<file path="src/orbt_pkg.sv">
package orbt_pkg;
    // ------------------------------------------------------------
    // widths
    // ------------------------------------------------------------
    localparam int unsigned PORT_W = 8;
    localparam int unsigned SNAP_W = 16;
    localparam int unsigned FIFO_DEPTH = 4;
    localparam int unsigned ADDR_W = 8;
    localparam int unsigned DATA_W = 32;

    // ------------------------------------------------------------
    // register map (byte addresses)
    // ------------------------------------------------------------
    localparam logic [7:0] REG_CTRL = 8'h00;
    localparam logic [7:0] REG_STATUS = 8'h04;
    localparam logic [7:0] REG_SNAP = 8'h08;
    localparam logic [7:0] REG_SIGNATURE = 8'h0c;
    localparam logic [7:0] REG_STORED = 8'h10;
    localparam logic [7:0] REG_TEST_OUT = 8'h14;

    typedef enum logic [2:0] {
        ORBT_IDX_CTRL = 3'b000,
        ORBT_IDX_STATUS = 3'b001,
        ORBT_IDX_SNAP = 3'b010,
        ORBT_IDX_SIGNATURE = 3'b011,
        ORBT_IDX_STORED = 3'b100,
        ORBT_IDX_TEST_OUT = 3'b101,
        ORBT_IDX_NONE = 3'b111
    } orbt_idx_t;

    // ------------------------------------------------------------
    // field positions
    // ------------------------------------------------------------
    localparam int unsigned CTRL_SAMPLE_BIT = 0;
    localparam int unsigned CTRL_PSA_BIT = 1;
    localparam int unsigned CTRL_OUTPUT_PSEUDORANDOM_PATTERNS_BIT = 2;
    localparam int unsigned CTRL_SELFTEST_BIT = 3;
    localparam int unsigned STAT_NOT_EMPTY_BIT = 0;
    localparam int unsigned STAT_FULL_BIT = 1;
    localparam int unsigned STAT_TEST_BIT = 2;
    localparam int unsigned STAT_PENDING_BIT = 3;

    // ------------------------------------------------------------
    // reset values and constants
    // ------------------------------------------------------------
    localparam logic [15:0] SIG_RESET = 16'h0000;
    localparam logic [15:0] OUTPUT_PSEUDORANDOM_PATTERNS_SEED = 16'h0001;
    localparam logic [15:0] LFSR_TAPS = 16'hb400;
    localparam logic [15:0] TEST_OUT_RESET = 16'h0000;
    localparam logic [1:0] RESP_OKAY = 2'b00;
    localparam logic [1:0] RESP_SLVERR = 2'b10;
endpackage : orbt_pkg

</file>
<file path="src/orbt_fifo_if.sv">
interface orbt_fifo_if #(
    parameter int unsigned WIDTH = 16
);
    logic push_valid;
    logic push_ready;
    logic [WIDTH-1:0] push_data;
    logic pop_valid;
    logic pop_ready;
    logic [WIDTH-1:0] pop_data;

    modport fill (output push_valid, output push_data, input push_ready,
                  input pop_valid, input pop_data, output pop_ready);
    modport store (input push_valid, input push_data, output push_ready,
                   output pop_valid, output pop_data, input pop_ready);
endinterface : orbt_fifo_if

</file>
<file path="src/orbt_fifo.sv">
module orbt_fifo #(
    parameter int unsigned WIDTH = 16,
    parameter int unsigned DEPTH = 4
) (
    input wire logic aclk,
    input wire logic aresetn,
    input wire logic clk_en,
    orbt_fifo_if.store q
);
    localparam int unsigned PW = $clog2(DEPTH);

    typedef struct packed {
        logic [DEPTH-1:0][WIDTH-1:0] mem;
        logic [PW-1:0] wp;
        logic [PW-1:0] rp;
        logic [PW:0] cnt;
    } orbt_fifo_state_t;

    orbt_fifo_state_t s_r;
    orbt_fifo_state_t s_nxt;
    logic do_push;
    logic do_pop;

    assign q.push_ready = (s_r.cnt != (PW+1)'(DEPTH));
    assign q.pop_valid = (s_r.cnt != '0);
    assign q.pop_data = s_r.mem[s_r.rp];
    assign do_push = q.push_valid && q.push_ready;
    assign do_pop = q.pop_valid && q.pop_ready;

    always_comb begin
        s_nxt = s_r;
        if (do_push) begin
            s_nxt.mem[s_r.wp] = q.push_data;
            s_nxt.wp = (s_r.wp == PW'(DEPTH - 1)) ? '0 : s_r.wp + PW'(1);
        end
        if (do_pop) begin
            s_nxt.rp = (s_r.rp == PW'(DEPTH - 1)) ? '0 : s_r.rp + PW'(1);
        end
        if (do_push && !do_pop) begin
            s_nxt.cnt = s_r.cnt + (PW+1)'(1);
        end else if (do_pop && !do_push) begin
            s_nxt.cnt = s_r.cnt - (PW+1)'(1);
        end
        if (!aresetn) begin
            s_nxt.wp = '0;
            s_nxt.rp = '0;
            s_nxt.cnt = '0;
        end
    end

    always_ff @(posedge aclk) begin
        if (!aresetn || clk_en) begin
            s_r <= s_nxt;
        end
    end
endmodule : orbt_fifo

</file>
<file path="src/orbt_transceiver.sv">
// What this block does
// RULE_01: enable low drives A to B when flow high, B to A when low.
// RULE_02: enable high floats both A and B sides.
// RULE_03: rising A-to-B capture clock stores A pins into A register.
// RULE_04: B select low sends live A data to B.
// RULE_05: B select high sends stored A data to B.
// RULE_06: B-to-A path mirrors: B clock stores B, A select picks live/stored.
// RULE_07: storage loads on every capture edge, whatever enable and flow say.
// RULE_08: eight bits per side, one storage bit per line each way.
// RULE_09: test mode inhibits normal function; test logic drives and watches pins.
// RULE_10: test port activity outside test mode leaves normal function alone.
// RULE_11: snapshot sampling and boundary self-test without disturbing normal use.
// RULE_12: signature compaction on inputs, pseudorandom patterns on outputs.
// RULE_13: test activity follows the four-wire test port, driven by the tester.
// RULE_14: test inputs sampled on test clock rise, test output changes on fall.
// RULE_15: while test controller is in reset, test logic is disabled.
// RULE_16: storage registers have no reset; undefined until first capture edge.
module orbt_transceiver (
    input wire logic aclk,
    input wire logic aresetn,
    input wire logic clk_en,
    input wire logic [7:0] a_port_bits_in,
    output logic [7:0] a_port_bits_out,
    output logic a_port_bits_oe_n,
    input wire logic [7:0] b_port_bits_in,
    output logic [7:0] b_port_bits_out,
    output logic b_port_bits_oe_n,
    input wire logic output_enable_n,
    input wire logic flow_a_to_b,
    input wire logic a_to_b_capture_clock,
    input wire logic b_to_a_capture_clock,
    input wire logic b_output_source_select,
    input wire logic a_output_source_select,
    input wire logic test_clock,
    input wire logic test_mode_select,
    input wire logic test_data_in,
    output logic test_data_out,
    output logic test_data_out_oe_n,
    input wire logic tap_in_reset_state,
    input wire logic test_mode_request,
    input wire logic [7:0] s_axi_awaddr,
    input wire logic s_axi_awvalid,
    output logic s_axi_awready,
    input wire logic [31:0] s_axi_wdata,
    input wire logic [3:0] s_axi_wstrb,
    input wire logic s_axi_wvalid,
    output logic s_axi_wready,
    output logic [1:0] s_axi_bresp,
    output logic s_axi_bvalid,
    input wire logic s_axi_bready,
    input wire logic [7:0] s_axi_araddr,
    input wire logic s_axi_arvalid,
    output logic s_axi_arready,
    output logic [31:0] s_axi_rdata,
    output logic [1:0] s_axi_rresp,
    output logic s_axi_rvalid,
    input wire logic s_axi_rready
);
    // ------------------------------------------------------------
    // state
    // ------------------------------------------------------------
    typedef struct packed {
        logic [7:0] a_store, b_store, a_out, b_out;
        logic clk_ab_q, clk_ba_q, tck_q;
        logic a_oe_n, b_oe_n, tdo, tdo_oe_n;
        logic [15:0] scan_sr, test_out, sig, output_pseudorandom_patterns;
        logic psa_en, output_pseudorandom_patterns_en, selftest, sample_pend;
        logic aw_got, w_got;
        logic [7:0] awaddr_q;
        logic [31:0] wdata_q, rdata;
        logic [3:0] wstrb_q;
        logic awready, wready, bvalid, arready, rvalid;
        logic [1:0] bresp, rresp;
    } orbt_state_t;

    orbt_state_t s_r;
    orbt_state_t s_nxt;

    orbt_fifo_if #(.WIDTH(orbt_pkg::SNAP_W)) snap_q ();

    orbt_fifo #(
        .WIDTH(orbt_pkg::SNAP_W),
        .DEPTH(orbt_pkg::FIFO_DEPTH)
    ) u_snap_fifo (
        .aclk(aclk),
        .aresetn(aresetn),
        .clk_en(clk_en),
        .q(snap_q)
    );

    // ------------------------------------------------------------
    // helpers
    // ------------------------------------------------------------
    function automatic orbt_pkg::orbt_idx_t reg_index(input logic [7:0] addr);
        case (addr)
            orbt_pkg::REG_CTRL: reg_index = orbt_pkg::ORBT_IDX_CTRL;
            orbt_pkg::REG_STATUS: reg_index = orbt_pkg::ORBT_IDX_STATUS;
            orbt_pkg::REG_SNAP: reg_index = orbt_pkg::ORBT_IDX_SNAP;
            orbt_pkg::REG_SIGNATURE: reg_index = orbt_pkg::ORBT_IDX_SIGNATURE;
            orbt_pkg::REG_STORED: reg_index = orbt_pkg::ORBT_IDX_STORED;
            orbt_pkg::REG_TEST_OUT: reg_index = orbt_pkg::ORBT_IDX_TEST_OUT;
            default: reg_index = orbt_pkg::ORBT_IDX_NONE;
        endcase
    endfunction : reg_index

    function automatic logic [31:0] apply_strobe(input logic [31:0] old,
                                                 input logic [31:0] wd,
                                                 input logic [3:0] strb);
        logic [31:0] res;
        res = old;
        for (int i = 0; i < 4; i++) begin
            if (strb[i]) begin
                res[i*8 +: 8] = wd[i*8 +: 8];
            end
        end
        apply_strobe = res;
    endfunction : apply_strobe

    function automatic logic [15:0] lfsr_step(input logic [15:0] v, input logic [15:0] din);
        lfsr_step = {v[14:0], ^(v & orbt_pkg::LFSR_TAPS)} ^ din;
    endfunction : lfsr_step

    // ------------------------------------------------------------
    // combinational glue
    // ------------------------------------------------------------
    logic ab_edge, ba_edge, tck_rise, tck_fall, test_active, rd_take, wr_fire;
    logic [15:0] pin_snapshot, drive_pattern;
    orbt_pkg::orbt_idx_t rd_idx, wr_idx;
    logic [31:0] wr_word, rd_word;

    assign ab_edge = a_to_b_capture_clock && !s_r.clk_ab_q;
    assign ba_edge = b_to_a_capture_clock && !s_r.clk_ba_q;
    assign tck_rise = test_clock && !s_r.tck_q; // RULE_14
    assign tck_fall = !test_clock && s_r.tck_q; // RULE_14
    assign test_active = test_mode_request && !tap_in_reset_state; // RULE_15
    // self-test loops the test_out register back instead of the pins
    assign pin_snapshot = s_r.selftest ? s_r.test_out : {b_port_bits_in, a_port_bits_in}; // RULE_11
    assign drive_pattern = s_r.output_pseudorandom_patterns_en ? s_r.output_pseudorandom_patterns : s_r.test_out; // RULE_12
    assign rd_take = s_axi_arvalid && s_r.arready;
    assign rd_idx = reg_index(s_axi_araddr);
    assign wr_fire = s_r.aw_got && s_r.w_got && !s_r.bvalid;
    assign wr_idx = reg_index(s_r.awaddr_q);
    assign wr_word = apply_strobe(32'h0000_0000, s_r.wdata_q, s_r.wstrb_q);

    // snapshot stalls while the queue is full; a second request made meanwhile merges with the pending one
    assign snap_q.push_valid = s_r.sample_pend; // RULE_11
    assign snap_q.push_data = pin_snapshot;
    assign snap_q.pop_ready = rd_take && (rd_idx == orbt_pkg::ORBT_IDX_SNAP);

    always_comb begin
        rd_word = 32'h0000_0000;
        case (rd_idx)
            orbt_pkg::ORBT_IDX_CTRL: begin
                rd_word[orbt_pkg::CTRL_PSA_BIT] = s_r.psa_en;
                rd_word[orbt_pkg::CTRL_OUTPUT_PSEUDORANDOM_PATTERNS_BIT] = s_r.output_pseudorandom_patterns_en;
                rd_word[orbt_pkg::CTRL_SELFTEST_BIT] = s_r.selftest;
            end
            orbt_pkg::ORBT_IDX_STATUS: begin
                rd_word[orbt_pkg::STAT_NOT_EMPTY_BIT] = snap_q.pop_valid;
                rd_word[orbt_pkg::STAT_FULL_BIT] = !snap_q.push_ready;
                rd_word[orbt_pkg::STAT_TEST_BIT] = test_active;
                rd_word[orbt_pkg::STAT_PENDING_BIT] = s_r.sample_pend;
            end
            orbt_pkg::ORBT_IDX_SNAP: begin
                rd_word[15:0] = snap_q.pop_valid ? snap_q.pop_data : 16'h0000;
            end
            orbt_pkg::ORBT_IDX_SIGNATURE: rd_word[15:0] = s_r.sig;
            orbt_pkg::ORBT_IDX_STORED: rd_word[15:0] = {s_r.b_store, s_r.a_store};
            orbt_pkg::ORBT_IDX_TEST_OUT: rd_word[15:0] = s_r.test_out;
            default: rd_word = 32'h0000_0000;
        endcase
    end

    // ------------------------------------------------------------
    // next state
    // ------------------------------------------------------------
    always_comb begin
        s_nxt = s_r;
        s_nxt.clk_ab_q = a_to_b_capture_clock;
        s_nxt.clk_ba_q = b_to_a_capture_clock;
        s_nxt.tck_q = test_clock;

        if (test_active) begin
            // boundary drives both buses and watches them
            s_nxt.a_out = drive_pattern[7:0]; // RULE_09
            s_nxt.b_out = drive_pattern[15:8]; // RULE_09
            s_nxt.a_oe_n = 1'b0; // RULE_09
            s_nxt.b_oe_n = 1'b0; // RULE_09
            if (s_r.psa_en) begin
                s_nxt.sig = lfsr_step(s_r.sig, {b_port_bits_in, a_port_bits_in}); // RULE_12
            end
            if (s_r.output_pseudorandom_patterns_en) begin
                s_nxt.output_pseudorandom_patterns = lfsr_step(s_r.output_pseudorandom_patterns, 16'h0000); // RULE_12
            end
        end else begin
            // storage ignores enable and flow; no reset on it
            if (ab_edge) begin
                s_nxt.a_store = a_port_bits_in; // RULE_03 RULE_07 RULE_08 RULE_16
            end
            if (ba_edge) begin
                s_nxt.b_store = b_port_bits_in; // RULE_06 RULE_07 RULE_08 RULE_16
            end
            s_nxt.a_oe_n = output_enable_n || flow_a_to_b; // RULE_01 RULE_02 RULE_10
            s_nxt.b_oe_n = output_enable_n || !flow_a_to_b; // RULE_01 RULE_02 RULE_10
            s_nxt.b_out = b_output_source_select ? s_r.a_store : a_port_bits_in; // RULE_04 RULE_05
            s_nxt.a_out = a_output_source_select ? s_r.b_store : b_port_bits_in; // RULE_06
        end

        // serial path follows the tester's clock outside controller reset; in reset it reloads the pin snapshot every cycle
        if (tap_in_reset_state) begin
            s_nxt.scan_sr = pin_snapshot; // RULE_15
            s_nxt.tdo_oe_n = 1'b1; // RULE_15
        end else begin
            if (tck_rise) begin
                s_nxt.scan_sr = test_mode_select ? pin_snapshot
                                                 : {test_data_in, s_r.scan_sr[15:1]}; // RULE_13
            end
            if (tck_fall) begin
                s_nxt.tdo = s_r.scan_sr[0]; // RULE_14
                s_nxt.tdo_oe_n = 1'b0; // RULE_13
            end
        end

        // snapshot queue hand-off; a new request in the same cycle wins
        if (snap_q.push_valid && snap_q.push_ready) begin
            s_nxt.sample_pend = 1'b0;
        end

        // write channel
        if (s_axi_awvalid && s_r.awready) begin
            s_nxt.aw_got = 1'b1;
            s_nxt.awaddr_q = s_axi_awaddr;
        end
        if (s_axi_wvalid && s_r.wready) begin
            s_nxt.w_got = 1'b1;
            s_nxt.wdata_q = s_axi_wdata;
            s_nxt.wstrb_q = s_axi_wstrb;
        end
        if (s_r.bvalid && s_axi_bready) begin
            s_nxt.bvalid = 1'b0;
        end
        if (wr_fire) begin
            s_nxt.aw_got = 1'b0;
            s_nxt.w_got = 1'b0;
            s_nxt.bvalid = 1'b1;
            s_nxt.bresp = (wr_idx == orbt_pkg::ORBT_IDX_NONE) ? orbt_pkg::RESP_SLVERR
                                                              : orbt_pkg::RESP_OKAY;
            case (wr_idx)
                orbt_pkg::ORBT_IDX_CTRL: begin
                    if (s_r.wstrb_q[0]) begin
                        s_nxt.psa_en = wr_word[orbt_pkg::CTRL_PSA_BIT];
                        s_nxt.output_pseudorandom_patterns_en = wr_word[orbt_pkg::CTRL_OUTPUT_PSEUDORANDOM_PATTERNS_BIT];
                        s_nxt.selftest = wr_word[orbt_pkg::CTRL_SELFTEST_BIT];
                        if (wr_word[orbt_pkg::CTRL_SAMPLE_BIT]) begin
                            s_nxt.sample_pend = 1'b1; // RULE_11
                        end
                    end
                end
                orbt_pkg::ORBT_IDX_SIGNATURE: begin
                    s_nxt.sig = 16'(apply_strobe({16'h0000, s_r.sig}, s_r.wdata_q,
                                                 s_r.wstrb_q));
                end
                orbt_pkg::ORBT_IDX_TEST_OUT: begin
                    s_nxt.test_out = 16'(apply_strobe({16'h0000, s_r.test_out}, s_r.wdata_q,
                                                      s_r.wstrb_q));
                end
                default: ;
            endcase
        end
        s_nxt.awready = !s_nxt.aw_got;
        s_nxt.wready = !s_nxt.w_got;

        // read channel
        if (s_r.rvalid && s_axi_rready) begin
            s_nxt.rvalid = 1'b0;
        end
        if (rd_take) begin
            s_nxt.rvalid = 1'b1;
            s_nxt.rdata = rd_word;
            s_nxt.rresp = (rd_idx == orbt_pkg::ORBT_IDX_NONE) ? orbt_pkg::RESP_SLVERR
                                                              : orbt_pkg::RESP_OKAY;
        end
        s_nxt.arready = !s_nxt.rvalid;

        // control state only; the two storage registers keep their contents
        if (!aresetn) begin
            s_nxt = '0;
            s_nxt.a_store = s_r.a_store;
            s_nxt.b_store = s_r.b_store;
            s_nxt.clk_ab_q = a_to_b_capture_clock;
            s_nxt.clk_ba_q = b_to_a_capture_clock;
            s_nxt.tck_q = test_clock;
            s_nxt.a_oe_n = 1'b1;
            s_nxt.b_oe_n = 1'b1;
            s_nxt.tdo_oe_n = 1'b1;
            s_nxt.test_out = orbt_pkg::TEST_OUT_RESET;
            s_nxt.sig = orbt_pkg::SIG_RESET;
            s_nxt.output_pseudorandom_patterns = orbt_pkg::OUTPUT_PSEUDORANDOM_PATTERNS_SEED;
            s_nxt.bresp = orbt_pkg::RESP_OKAY;
            s_nxt.rresp = orbt_pkg::RESP_OKAY;
        end
    end

    // reset acts even while the clock enable is low
    always_ff @(posedge aclk) begin
        if (!aresetn || clk_en) begin
            s_r <= s_nxt;
        end
    end

    // ------------------------------------------------------------
    // outputs
    // ------------------------------------------------------------
    assign a_port_bits_out = s_r.a_out;
    assign a_port_bits_oe_n = s_r.a_oe_n;
    assign b_port_bits_out = s_r.b_out;
    assign b_port_bits_oe_n = s_r.b_oe_n;
    assign test_data_out = s_r.tdo;
    assign test_data_out_oe_n = s_r.tdo_oe_n;
    assign s_axi_awready = s_r.awready;
    assign s_axi_wready = s_r.wready;
    assign s_axi_bresp = s_r.bresp;
    assign s_axi_bvalid = s_r.bvalid;
    assign s_axi_arready = s_r.arready;
    assign s_axi_rdata = s_r.rdata;
    assign s_axi_rresp = s_r.rresp;
    assign s_axi_rvalid = s_r.rvalid;
endmodule : orbt_transceiver

</file>
<file path="config.mk">
export PLATFORM = sky130hd
export DESIGN_NAME = orbt_transceiver
export DESIGN_NICKNAME = d
export VERILOG_FILES = /design/src/orbt_pkg.sv /design/src/orbt_fifo_if.sv /design/src/orbt_fifo.sv /design/src/orbt_transceiver.sv
export SDC_FILE = /design/constraint.sdc
export NUM_CORES = 1
export LEC_CHECK = 0
export ABC_AREA = 1
export BUFFER_PORTS_ARGS = -buffer_cell sky130_fd_sc_hd__buf_2
export CAP_MARGIN = 15
export CORE_AREA = 2 2 139 155
export CTS_CLUSTER_DIAMETER = 30
export CTS_CLUSTER_SIZE = 24
export DETAILED_ROUTE_END_ITERATION = 10
export DIE_AREA = 0 0 141 157
export GPL_TIMING_DRIVEN = 0
export PLACE_DENSITY = 0.84
export SYNTH_ARGS = -nofsm -noshare
export SYNTH_HDL_FRONTEND = slang
export SYNTH_SLANG_ARGS = --single-unit
</file>
<file path="constraint.sdc">
create_clock -name aclk -period 3.3 [get_ports aclk]
set_clock_uncertainty 0.15 [all_clocks]
set_input_delay 0.495 -clock aclk [delete_from_list [all_inputs] [get_ports aclk]]
set_output_delay 0.495 -clock aclk [all_outputs]
set_load 0.05 [all_outputs]
</file>
# == Yosys cells after proc, flatten, opt, wreduce, memory -nomap -nowiden ==
# Cells that the tools add are included.
# classes
add_sub_neg,4
order_cmp,3
eq_ne,42
mux,56
n_bitwise,3
n_reduce_logical,63
# ops
op,n
two-way mux 16 bit,15
bitwise mux 64 bit,1
two-way mux 32 bit,2
one-hot mux 3 bit (6 select lines),3
one-hot mux 12 bit (4 select lines),1
two-way mux 8 bit,5
binary-select mux 16 bit (select 2 bit),1
demux 16 bit (select 2 bit),1
"equality test 8 x 4 -> 1 bit, second input constant",4
"equality test 8 x 5 -> 1 bit, second input constant",4
XOR reduction 16 bit,2
"!= test 2 x 1 -> 1 bit, second input constant",13
AND reduction 2 bit,13
two-way mux 2 bit,11
AND reduction 4 bit,5
logical AND 1 bit,18
"equality test 8 x 3 -> 1 bit, second input constant",2
logical NOT 8 bit,2
XOR 16 bit,1
"equality test 3 bit, second input constant",5
logical NOT 1 bit,14
two-way mux 4 bit,3
"!= test 3 x 1 -> 1 bit, second input constant",4
"equality test 3 x 2 -> 1 bit, second input constant",3
20 further kinds,38
# totals
reg_bits,231
inputBits,87
output_inout_bits,61
elab_cells,212

# == Depth between registers and ports, before layout ==
# logic_depth
ltp_word,9
depth_mapped,15

# == Cells and area by module ==
# From an unflattened synthesis, not the netlist that was laid out.
# unflattened
cells_unflattened,1155
area_unflattened_um2,11389.7
# modules_own_cells
module,n_inst,cells_per_inst,area_per_inst_um2,seq_area_each_um2
orbt_transceiver,1,947,8544.4,4744.6
orbt_fifo,1,208,2845.2,2132.0

# == Least setup slack after synthesis ==
# OpenSTA, ideal clock, no wires.
# synth_timing
path_kind,input port to flip-flop
from,input aresetn
to,register u_snap_fifo.s_r[10] (netlist bit) (enable)
arrival_ns,2.322
required_ns,2.761
setup_slack_ns,0.439
cell_stages,5
path_buffers,0
cell_sequence,inv_2 > nor2_1 > inv_1 > nand2_1 > nor2_1
# synth_via
elab_chain_len,3
# synth_lines
item,line_no,source
from (decl),orbt_transceiver.sv:20,"input wire logic aresetn,"
logical NOT 1 bit,--,
logical OR 1 bit,orbt_fifo.sv:52,if (!aresetn || clk_en) begin
AND reduction 2 bit (no source line),--,
to (signal assigned),orbt_fifo.sv:53,s_r <= s_nxt;
to (decl),orbt_fifo.sv:19,orbt_fifo_state_t s_r;
# No other way between the ends.
# A chain may end at the register's enable or synchronous reset.

# == Final worst setup path ==
# layout_timing
from,input aresetn
to,register u_snap_fifo.s_r[31] (netlist bit) (enable)
# Same word-level chain as after synthesis.

==> run_results.csv <==
group,metric,value,unit
run_status,status,"completed",
critical_path,critPathLaunchType,"primary input",
finish,syn_to_final_growth,19.5,%
routing,drtIter0Drc,1153,
die,start_util,54.6,%
synthesis,synth.avg_cell_area,10.0,um^2
sta,setup_violations,0,
synthesis,synth_cells,1117,
power,combPwrFrac,10.8,%
sta,drv_slew,0,
sta,rsz0062_at_grt,"false",
routing,drtPass1Iterations,5,
power,leakage,5.61,nW
sta,worst_pin_slew,1.11,ns
finish,n_antenna_cell,0,
finish,fin_util,65.3,%
critical_path,endpoint_kind,"flop",
clocking,cts.sinks,229,
synthesis,synth-seq-cells,229,
power,p_int,5.94,mW
run,drv_cap,0,
synthesis,synth_edf_count,229,
clocking,cts-buffers-inserted,35,
synthesis,synth_top_flop_cell,"edfxtp_1",
critical_path,crit_family,"buffers and inverters",
critical_path,arrival,3.10,ns
finish,regArea,6880,um^2
sta,whs,0.0503,ns
die,die_h,157,um
critical_path,r2r-end,"s_r[125]$_SDFFCE_PN0P_",
clocking,cts-root-buf,"clkbuf_16",
routing,wl_per_cell,19.1,um
placed_design,portBuffers,111,
critical_path,required,3.41,ns
clocking,cts_tree,"done",
hold_path,min-delay-start,"b_to_a_capture_clock",
power,p_switching,2.02,mW
critical_path,path_buf_inv,4,
die,die_x,141,um
hold_path,min_path_cells,1,
synthesis,synth_seq_area_share,61.6,%
power,finalPower,7.96,mW
routing,wirelength,29900,um
routing,vias_per_cell,5.54,
critical_path,r2r_slack,0.65,ns
power,netSwitchingFraction,25.4,%
synthesis,synth.cell_area,11200,um^2
sta,final-hold-violation-count,0,
finish,drive_gt1_share,20.4,%
grt,grt_start_max_net_pins,17,
critical_path,cp_slowest_cell,"nor2_2",
grt,first_global_vias,8038,
critical_path,reg2reg_depth,4,
clocking,clock_latency,0.50,ns
critical_path,max_stage_delay,0.66,ns
synthesis,synth.top_cell.area_share,61.6,%
critical_path,crit_chain,"buf_2 > inv_2 > nor2_2 > clkinvlp_4 > nand2_1 > nor2_1 > buf_6",
placed_design,place.gp.congestion,0.999,
finish,nNetsFinal,1383,
critical_path,path_class,"primary input to flop",
die,row_count,55,
synthesis,ys_types,43,
critical_path,r2r_start,"s_axi_bvalid$_SDFFCE_PN0P_",
sta,fmax,335,MHz
clocking,h-tree-depth,2,
routing,ant_nets,0,
power,seq_power_share,44.0,%
synthesis,synth_top_area_cell,"edfxtp_1",
hold_path,hold-path-endpoint,"s_r[160]$_DFFE_PN_",
die,ios,148,
clocking,clk_pin_slew_worst_paths,0.05,ns
synthesis,yosysWarnings,0,
power,clock_power_share,45.1,%
die,fp.dieArea,22100,um^2
placed_design,hpwl,22000,um
sta,fin_crit_sh,90.6,%
grt,antenna_found_initial,0,
grt,grt_pass1_wl,45000,um
sta,period_needed,2.99,ns
synthesis,async_reset_ff_share,0,%
routing,drcViolationCount,0,
grt,grt_usage,27.0,%
synthesis,synth_area_leaders,"edfxtp_1, nand2_1, nor2_1",
power,p_per_area,596,nW/um^2
clocking,max-clock-path-buffers,3,
finish,fillers,1534,
grt,gr-total-overflow,0,
finish,multiInputGateArea,3350,um^2
hold_path,hold_class,"primary input to flop",
die,core,20400,um^2
critical_path,worst-path-max-fanout,16,
sta,relSlewSlack,25.1,%
power,vdd_drop_max,0.000479,V
routing,vias,8689,
[Yosys cell counts (3+ instances only)]
cell type,count
inv_1,111
o21ai_0,119
nor3_1,9
edfxtp_1,229
buf_4,54
o22ai_1,26
nand3b_1,3
nand3_1,29
a21oi_1,48
xor2_1,3
ha_1,6
nor2_2,4
nand2_2,11
xnor2_1,18
nand2_1,184
o211ai_1,5
clkbuf_1,41
nand4_1,11
inv_2,3
nor2_1,170
nor2_4,4
[metal layers]
metal | vias to the layer above | wire, um | global-route usage, %
met5 | - | 0 | 0
met4 | 0 | 1310 | 12.0
met3 | 89 | 3070 | 4.11
met2 | 551 | 14300 | 44.6
met1 | 3994 | 11200 | 35.7
li1 | 4055 | - | -
[cells by family (layout without fill, tap and decap cells)]
| family | after synthesis | count (layout) | synth area share [%] |
|---|---|---|---|
| and+or+nand+nor | 437 | 437 | 16.8 |
| DFF | 229 | 229 | 61.6 |
| buffers and inverters | 216 | 395 | 9.27 |
| AOI/OAI and AO/OA | 206 | 206 | 9.78 |
| xor gates and xnor gates | 21 | 21 | 1.65 |
| adders and majority gates | 7 | 7 | 0.852 |
| other | 1 | 18 | 0.0336 |
[sequential cells by signal, indices dropped and copies added (netlist names), 8 cells and up]
name,count
a_port_bits_out,8
b_port_bits_out,8
s_axi_rdata,16
s_r,114
u_snap_fifo.s_r,71
[worst register-to-register path, cell delays in order (launching register included)]
cell	delay [ns]
edfxtp_1	0.43
nor3_2	0.35
clkbuf_1	0.43
a41oi_1	0.28
nor2_1	0.64
[cell type report]
class | instances | area share [%]
Tap cell | 256 | 2.40
Clock buffer | 41 | 7.05
Clock inverter | 20 | 1.52
Timing Repair Buffer | 117 | 4.56
Multi-Input combinational cell | 689 | 25.1
Inverter | 117 | 3.36
Sequential cell | 229 | 51.6
Buffer | 99 | 4.43
Timing Repair inverter | 1 | 0.0375
[worst max path at each step]
| stage | depth (start not counted) | startpoint | slack, ns | to |
|---|---|---|---|---|
| floorplan | 5 | aresetn | 0.44 | u_snap_fifo.s_r[10]$_DFFE_PP_ |
| global placement | 6 | aresetn | -0.88 | u_snap_fifo.s_r[66]$_DFFE_PP_ |
| detailed placement | 7 | aresetn | -0.69 | u_snap_fifo.s_r[32]$_DFFE_PP_ |
| CTS | 7 | aresetn | 0.36 | u_snap_fifo.s_r[28]$_DFFE_PP_ |
| global route | 7 | aresetn | 0.19 | u_snap_fifo.s_r[28]$_DFFE_PP_ |
| finish | 7 | aresetn | 0.31 | u_snap_fifo.s_r[31]$_DFFE_PP_ |
[power groups by stage]
stage               Clock, mW  Sequential [mW]  Combinational, mW
finish                   3.59             3.50              0.863
global route             3.74             3.51              0.929
CTS                      3.60             3.50              0.855
detailed placement          0             3.55              0.845
global placement            0             3.55              0.815
floorplan                   0             3.55              0.558
[per-stage QoR]
step | instance area, um^2 | cells | setup TNS, ns | setup WS [ns]
global placement | 12100 | 1501 | -65.74 | -0.876
detailed placement | 12200 | 1507 | -44.03 | -0.690
global route | 13300 | 1569 | 0 | 0.192
CTS | 13300 | 1569 | 0 | 0.362
floorplan | 11200 | 1134 | 0 | 0.439
finish | 13300 | 1569 | 0 | 0.312
[what timing repair did]
action,CTS,global route
buffers inserted,0,0
endpoints found under the setup margin,59,0
hold buffers,0,0
gates resized for setup,2,0
[layout by cell type, fill, tap and decap left out, drive strengths merged]
cell,n
nor4,2
o31ai,2
o21ai,122
edfxtp,229
and3,1
nand4,11
or2,1
ha,6
nand2,196
xor2,3
nor3b,1
fa,1
a41oi,1
buf,175
o22ai,26
xnor2,18
clkbuf,82
conb,18
a21oi,48
clkinvlp,6
inv,118
nor3,11
nand3,31
o211ai,5
bufinv,3
nor2,180
nand3b,3
a211oi,1
clkinv,11
a31oi,1
Power figures use the tool's default switching activity.
